--- src/rtl/thbp_consts.vh ---
`ifndef THBP_CONSTS_VH
`define THBP_CONSTS_VH

`define THBP_DW            16
`define THBP_LOW_W         8
`define THBP_NCH           5
`define THBP_GATE_LSB      8
`define THBP_HIGH_LSB      8
`define THBP_AUX_HOLD_LSB  13
`define THBP_PTR_W         8
`define THBP_CMD_W         8
`define THBP_WIDTH_BIT     14
`define THBP_PTR_GROUP_LSB 0
`define THBP_LDPTR_MASK    8'he0
`define THBP_LDPTR_CODE    8'h00
`define THBP_MM_PTR        8'h17
`define THBP_STATUS_PTR    8'h1f
`define THBP_STATUS_RST    16'h0000
`define THBP_MM_RST        16'h0000
`define THBP_BYTE_ZERO     8'h00
`define THBP_NREG          32
`define THBP_IDX_W         5

`endif

--- src/rtl/thbp_sync.v ---
`timescale 1ns/1ps
module thbp_sync #(
  parameter W = 1
) (
  input  wire         clk,
  input  wire         rst,
  input  wire [W-1:0] din,
  output reg  [W-1:0] dout
);
  reg [W-1:0] s1_reg;
  reg [W-1:0] s2_reg;
  reg [W-1:0] s3_reg;

  // A bit changes only once the second and third stages agree
  always @(posedge clk) begin
    if (rst) begin
      s1_reg <= {W{1'b1}};
      s2_reg <= {W{1'b1}};
      s3_reg <= {W{1'b1}};
      dout   <= {W{1'b1}};
    end else begin
      s1_reg <= din;
      s2_reg <= s1_reg;
      s3_reg <= s2_reg;
      dout   <= (s2_reg == s3_reg) ? s3_reg : dout;
    end
  end
endmodule

--- src/rtl/thbp_port.v ---
// Summary of operation
// - Read strobe counts only under chip select
// - Read source from port and data pointer
// - Write strobe counts only under chip select
// - Write destination from port and pointer
// - Control write always loads command; pointer-load codes also load data pointer
// - Control read returns status register
// - Data port reaches other registers via pointer
// - Width bit picks 16-bit or 8-bit bus
// - Strobes ignored while chip select inactive
// - Drive bus only during enabled read
// - Reset selects 8-bit bus on low lines
// - In 8-bit mode a low auxiliary gate line disables counter gating
`timescale 1ns/1ps
`include "thbp_consts.vh"
module thbp_port (
  input  wire                     clk,
  input  wire                     rst,
  input  wire                     cs_n,
  input  wire                     rd_n,
  input  wire                     wr_n,
  input  wire                     ctl_sel,
  input  wire [`THBP_DW-1:0]      db_in,
  output reg  [`THBP_DW-1:0]      db_out,
  output wire [`THBP_DW-1:0]      db_oe,
  input  wire [`THBP_DW-1:0]      status_in,
  output reg  [`THBP_CMD_W-1:0]   cmd_data,
  output reg                      cmd_strobe,
  output reg  [`THBP_PTR_W-1:0]   data_ptr,
  output wire                     bus_width_bit,
  output wire [`THBP_NCH-1:0]     aux_gate_enable,
  output reg  [`THBP_DW-1:0]      reg_wdata,
  output reg  [`THBP_IDX_W-1:0]   reg_windex,
  output reg                      reg_wstrobe,
  output reg                      byte_toggle
);
  localparam ST_IDLE  = 2'b00;
  localparam ST_READ  = 2'b01;
  localparam ST_WRITE = 2'b10;

  wire [`THBP_DW-1:0] db_s;
  wire                cs_s;
  wire                rd_s;
  wire                wr_s;
  wire                cd_s;
  reg  [1:0]          state_reg;
  reg  [1:0]          state_next;
  reg  [`THBP_DW-1:0] wlatch_reg;
  reg                 wctl_reg;
  reg  [`THBP_DW-1:0] mm_reg;
  reg                 hi_byte_reg;
  reg  [`THBP_DW-1:0] regs [0:`THBP_NREG-1];
  reg  [`THBP_DW-1:0] rd_word;
  reg                 drive;
  integer             i;

  // Every host pin is asynchronous to clk
  thbp_sync #(.W(`THBP_DW + 4)) u_sync (
    .clk  (clk),
    .rst  (rst),
    .din  ({db_in, cs_n, rd_n, wr_n, ctl_sel}),
    .dout ({db_s, cs_s, rd_s, wr_s, cd_s})
  );

  assign bus_width_bit = mm_reg[`THBP_WIDTH_BIT];
  // In 8-bit mode the upper lines act as gate enables; 16-bit mode leaves gating alone
  assign aux_gate_enable = bus_width_bit ? {`THBP_NCH{1'b1}} :
                           db_s[`THBP_GATE_LSB +: `THBP_NCH];

  // Output enable follows the pins directly so the bus floats as soon as CS rises
  always @* begin
    drive = (state_reg == ST_READ) && !cs_n && !rd_n;
  end
  assign db_oe = !drive ? {`THBP_DW{1'b0}} :
                 bus_width_bit ? {`THBP_DW{1'b1}} :
                 {{(`THBP_DW-`THBP_LOW_W){1'b0}}, {`THBP_LOW_W{1'b1}}};

  // Source selection by port and pointer
  always @* begin
    if (cd_s)
      rd_word = status_in;
    else if (data_ptr == `THBP_MM_PTR)
      rd_word = mm_reg;
    else
      rd_word = regs[data_ptr[`THBP_IDX_W-1:0]];
  end

  always @* begin
    state_next = state_reg;
    case (state_reg)
      ST_IDLE: begin
        if (!cs_s && !rd_s)
          state_next = ST_READ;
        else if (!cs_s && !wr_s)
          state_next = ST_WRITE;
      end
      ST_READ: begin
        if (rd_s || cs_s)
          state_next = ST_IDLE;
      end
      ST_WRITE: begin
        if (wr_s || cs_s)
          state_next = ST_IDLE;
      end
      default: state_next = ST_IDLE;
    endcase
  end

  always @(posedge clk) begin
    if (rst) begin
      state_reg   <= ST_IDLE;
      wlatch_reg  <= `THBP_STATUS_RST;
      wctl_reg    <= 1'b0;
      mm_reg      <= `THBP_MM_RST;
      hi_byte_reg <= 1'b0;
      data_ptr    <= `THBP_STATUS_PTR;
      cmd_data    <= `THBP_BYTE_ZERO;
      cmd_strobe  <= 1'b0;
      db_out      <= `THBP_STATUS_RST;
      reg_wdata   <= `THBP_STATUS_RST;
      reg_windex  <= {`THBP_IDX_W{1'b0}};
      reg_wstrobe <= 1'b0;
      byte_toggle <= 1'b0;
      for (i = 0; i < `THBP_NREG; i = i + 1)
        regs[i] <= `THBP_STATUS_RST;
    end else begin
      state_reg   <= state_next;
      cmd_strobe  <= 1'b0;
      reg_wstrobe <= 1'b0;
      byte_toggle <= 1'b0;
      if (state_reg == ST_IDLE && state_next == ST_READ) begin
        if (bus_width_bit || cd_s)
          db_out <= rd_word;
        else
          db_out <= {`THBP_BYTE_ZERO,
                     hi_byte_reg ? rd_word[`THBP_HIGH_LSB +: `THBP_LOW_W]
                                 : rd_word[`THBP_LOW_W-1:0]};
      end
      // Track the data while the strobe is low; the last value seen is committed
      if (state_reg == ST_WRITE) begin
        wlatch_reg <= db_s;
        wctl_reg   <= cd_s;
      end
      // A write aborted by CS rising before WR is dropped
      if (state_reg == ST_WRITE && wr_s && !cs_s) begin
        if (wctl_reg) begin
          cmd_data   <= wlatch_reg[`THBP_LOW_W-1:0];
          cmd_strobe <= 1'b1;
          if ((wlatch_reg[`THBP_LOW_W-1:0] & `THBP_LDPTR_MASK) == `THBP_LDPTR_CODE) begin
            data_ptr    <= wlatch_reg[`THBP_PTR_W-1:0];
            hi_byte_reg <= 1'b0;
          end
        end else begin
          if (bus_width_bit || hi_byte_reg) begin
            reg_wdata <= bus_width_bit ? wlatch_reg :
                         {wlatch_reg[`THBP_LOW_W-1:0], regs[data_ptr[`THBP_IDX_W-1:0]]
                                                          [`THBP_LOW_W-1:0]};
            reg_windex  <= data_ptr[`THBP_IDX_W-1:0];
            reg_wstrobe <= 1'b1;
            if (data_ptr == `THBP_MM_PTR)
              mm_reg <= bus_width_bit ? wlatch_reg :
                        {wlatch_reg[`THBP_LOW_W-1:0], mm_reg[`THBP_LOW_W-1:0]};
            else if (data_ptr != `THBP_STATUS_PTR)
              regs[data_ptr[`THBP_IDX_W-1:0]] <= bus_width_bit ? wlatch_reg :
                {wlatch_reg[`THBP_LOW_W-1:0], regs[data_ptr[`THBP_IDX_W-1:0]]
                                                  [`THBP_LOW_W-1:0]};
          end else if (data_ptr == `THBP_MM_PTR)
            mm_reg[`THBP_LOW_W-1:0] <= wlatch_reg[`THBP_LOW_W-1:0];
          else if (data_ptr != `THBP_STATUS_PTR)
            regs[data_ptr[`THBP_IDX_W-1:0]][`THBP_LOW_W-1:0] <= wlatch_reg[`THBP_LOW_W-1:0];
          if (!bus_width_bit) begin
            hi_byte_reg <= !hi_byte_reg;
            byte_toggle <= 1'b1;
          end
        end
      end
      // Low byte read first in 8-bit mode; the byte pointer toggles after each data-port transfer
      if (state_reg == ST_READ && (rd_s || cs_s) && !cd_s && !bus_width_bit) begin
        hi_byte_reg <= !hi_byte_reg;
        byte_toggle <= 1'b1;
      end
    end
  end
endmodule

--- config.mk ---
export PLATFORM = sky130hd
export DESIGN_NAME = thbp_port
export DESIGN_NICKNAME = d
export VERILOG_FILES = /design/src/rtl/thbp_sync.v /design/src/rtl/thbp_port.v
export VERILOG_INCLUDE_DIRS = /design/src /design/src/rtl
export SDC_FILE = /design/constraint.sdc
export NUM_CORES = 1
export LEC_CHECK = 0
export BUFFER_PORTS_ARGS = -buffer_cell sky130_fd_sc_hd__buf_2
export CAP_MARGIN = 10
export CORE_MARGIN = 2
export CORE_UTILIZATION = 27
export DETAILED_ROUTE_END_ITERATION = 12
export GPL_ROUTABILITY_DRIVEN = 0
export GPL_TIMING_DRIVEN = 0
export PLACE_DENSITY = 0.37
export RECOVER_POWER = 25
export SLEW_MARGIN = 30
export SYNTH_ARGS = -nofsm -noshare
export SYNTH_HDL_FRONTEND = slang
export SYNTH_SLANG_ARGS = --single-unit
export TNS_END_PERCENT = 100
--- constraint.sdc ---
create_clock -name clk -period 4.4 [get_ports clk]
set_input_delay 0.22 -clock clk [delete_from_list [all_inputs] [get_ports clk]]
set_output_delay 0.22 -clock clk [all_outputs]
set_load 0.01 [all_outputs]
==> results by stage <==
Run status:
- The flow ran to the end, and the final reports show no timing, DRC or antenna violations.

Placed design:
- The port buffer count is 115.
- The detailed-placement wirelength estimate is 74500 um.

Setup path:
- STA classifies the critical path startpoint as a register.
- The launch point of the worst path is u_sync.dout[3]$_SDFFE_PP1N_.
- In this run the critical register-to-register path is launched from u_sync.dout[3]$_SDFFE_PP1N_.
- The type of the worst setup path is register to register.
- Along the worst path, the maximum fanout reaches 10.
- The worst endpoint data arrival time is 4.32 ns.
- The flop-to-flop setup slack is 0.36 ns.
- At the worst endpoint, the required time is 4.68 ns.
- The critical register-to-register path endpoint is regs[8][15]$_SDFFCE_PN0P_.
- For the worst flop-to-flop path, the logic depth is 8.
- In this run the worst setup path terminates at regs[8][15]$_SDFFCE_PN0P_.
- The sort of element at the end of the critical path is a register.

Global routing:
- The initial antenna violation count is 7.
- The total routing usage reported by global routing is 18.9%.
- The via count of the first global-routing pass came to 19600.
- The first global-routing pass estimated 148000 um of wire.
- For this run the aggregate overflow at the end of global routing stands at 0.
- Entering global routing, the biggest net connects 14 pins.

Timing:
- The post-route clock period utilization is 91.9%.
- The final setup violation count is 0.
- The achievable frequency is 0.247 GHz.
- The worst hold slack after final layout is 0.0551 ns.
- In the final timing run, aggregate negative setup slack is 0 ns.
- The final number of hold-violating endpoints is 0.
- Setup repair after global routing left no endpoint under its margin.
- Measured against its own limit, the worst slew margin works out to 10.4%.
- The worst path needs 4.04 ns of the cycle, external delays included.
- The worst setup skew after layout is 0.0327 ns.
- The actual transition at the worst max-transition pin is 1.31 ns.
- The final count of pins violating max slew is 0.

Clocking:
- TritonCTS built the clock tree.
- The clock tree root buffer cell is clkbuf_16.
- Buffers inserted during clock tree synthesis total 81.
- The total clock sinks is 689.
- The clock passes through at most 3 buffers.
- The maximum level of the CTS H-tree is 3.
- The post-cts repair resize count is 0.
- For the worst-skew pair, the clock arrives at the later sink with an insertion delay of 0.66 ns.
- The register clock-pin slew on the reported worst setup and hold paths is 0.06 ns.

Power:
- In this run the static leakage power is 12.7 nW.
- In this run the power density over the cells is 407 nW/um^2.
- The highest ir drop seen on vdd is 0.239 mV.
- The total power after layout is 14.0 mW.

Flow run:
- The max-capacitance violation count is 0.

Floorplan:
- Measured along the x axis, the die boundary spans 334 um.
- The number of cell rows is 121.
- The initial utilization of the core area, before any placement, comes to 27.1%.
- The count of boundary I/O pins is 116.
- After floorplanning, the core was sized to cover 109000 sq um.
- Measured along the y axis, the die boundary spans 334 um.
- The floorplan step defined a die boundary enclosing 112000 sq um.

Synthesis:
- By area the synthesized netlist is led by edfxtp_1 (52%), dfxtp_1 (12%), nor2_1 (7.8%).
- A synthesized cell averages 12.6 sq um.
- The synthesized area is 29400 sq um.
- The largest total area in the synthesized netlist belongs to edfxtp_1.
- The most used flip-flop cell after synthesis is edfxtp_1.
- For this run, asynchronously set or reset flops after synthesis account for 0%.
- Counting distinct cell types in the post-synthesis netlist gives 46.
- The commonest cells after synthesis are nor2_1 (609), edfxtp_1 (512), dfxtp_1 (177).
- The number of enable flip-flop cells after synthesis is 512.
- The cell count after synthesis came out at 2339.
- The most frequently used cell type in the post-synthesis netlist is nor2_1.
- Counting every net in the synthesized netlist gives 2377.
- The flip-flop and latch count after synthesis is 689.
- After synthesis, flip-flops and latches occupy 64.3% of the total area.
- The area share of the largest cell type after synthesis is 52.2%.
- The synthesis warning total is 0.

Routing:
- The per-cell via count in the routed design is 4.87.
- The routed layout has 19700 vias.
- The final wirelength is 106000 um.
- The count of routing violations after the opening detailed-route iteration is 1684.
- The average detailed-routed wire length per instance is 26.3 um.
- The remaining antenna violation count is 0.
- For this run, design rule violations remaining after detail routing come to 0.
- The detailed-routing iteration count for the pre-antenna-repair pass is 5.

Min path:
- The hold-critical path depth is 5.
- The worst hold path class is primary input to register.

Finish:
- The filler cells instantiated in the layout total 11000.
- The post-layout net count is 2604.
- More flip-flops sit in one register than any other, and that register is regs.
- The post-route netlist has 16.0% of its cells at a drive strength greater than 1.
- Relative to the synthesized area, the layout overhead comes to 17.2%.
- The number of flip-flops in the largest register is 512.
-- layer usage --
metal / wire (um) / vias up / global-route usage [%]
met3: 7330 / 146 / 3.70
met2: 48300 / 697 / 29.5
met1: 47300 / 10000 / 26.2
met5: 0 / - / 0
li1: - / 8822 / -
met4: 3360 / 0 / 6.31
-- metrics by stage --
stage	util, %	std cells	area, sq um	setup WS, ns
2_1_floorplan	-	2339	29400	1.93
3_3_place_gp	29.3	3868	31800	0.276
3_5_place_dp	29.4	3870	31900	0.294
4_1_cts	31.9	4044	34600	0.261
5_1_grt	31.8	4044	34500	0.183
6_report	31.8	4046	34500	0.357
-- cells in the final DEF, fill, tap and decap left out, types with 12 or more instances in the layout --
cell type	Yosys	final
a211o_1	20	20
a211oi_1	38	38
a21oi_1	67	67
a22oi_1	64	64
buf_2	50	94
buf_4	25	24
clkbuf_1	100	187
clkbuf_16	0	82
clkinv_1	0	17
clkinv_2	0	17
dfxtp_1	177	177
dlygate4sd3_1	0	27
edfxtp_1	512	512
inv_1	22	22
mux2i_1	157	157
mux4_2	80	80
nand2_1	113	113
nand2b_1	69	69
nand3_1	27	27
nor2_1	609	609
or2_2	67	67
xnor2_1	12	12
-- what timing repair did --
action | 4_1_cts | 5_1_grt
setup buffers | 0 | 0
hold endpoints to repair | 27 | 0
hold buffers | 27 | 0
-- cells by family (layout without fill, tap and decap cells) --
| logic type | count (synthesis) | count (layout) | share of synthesized area (%) |
|---|---|---|---|
| other | 0 | 2 | 0 |
| xor gates and xnor gates | 20 | 20 | 0.595 |
| DFF | 689 | 689 | 64.3 |
| buffers and inverters | 210 | 501 | 3.31 |
| and+or+nand+nor | 949 | 949 | 14.3 |
| muxes | 253 | 253 | 12.4 |
| AOI/OAI and AO/OA | 218 | 218 | 5.17 |
-- critical path, cell delays in order (launching register included) --
cell and delay [ns]:
dfxtp_1 0.29, buf_2 0.16, nand4bb_1 0.20, or3_1 0.32, buf_2 0.18, nor3_2 0.77
buf_2 0.64, nand3_1 0.50, nand2b_1 0.58
-- where the power goes --
part / leakage (nW) / switching (mW) / total (mW) / internal [mW]
Combinational: 4.72 / 0.321 / 0.483 / 0.162
Sequential: 6.73 / 0.0602 / 7.21 / 7.15
Clock: 1.22 / 2.77 / 6.34 / 3.57
Total: 12.7 / 3.15 / 14.0 / 10.9
-- how the worst min path moves through the flow --
stage	end	startpoint
floorplan	u_sync.s1_reg[0]$_SDFF_PP1_	ctl_sel
global placement	u_sync.s2_reg[11]$_SDFF_PP1_	u_sync.s1_reg[11]$_SDFF_PP1_
detailed placement	u_sync.s2_reg[2]$_SDFF_PP1_	u_sync.s1_reg[2]$_SDFF_PP1_
CTS	db_out[14]$_SDFFE_PP0P_	status_in[14]
global route	db_out[14]$_SDFFE_PP0P_	status_in[14]
finish	db_out[14]$_SDFFE_PP0P_	status_in[14]
-- layout make-up --
class | instances | area [sq um] | share of cell area [%]
Antenna cell | 2 | 5.00 | 0.0145
Buffer | 188 | 890 | 2.58
Clock buffer | 104 | 2180 | 6.33
Clock inverter | 43 | 269 | 0.780
Inverter | 22 | 82.6 | 0.239
Multi-Input combinational cell | 1440 | 9560 | 27.7
Sequential cell | 689 | 18900 | 54.9
Tap cell | 1414 | 1770 | 5.13
Timing Repair Buffer | 144 | 811 | 2.35
Power figures use the tool's default switching activity.
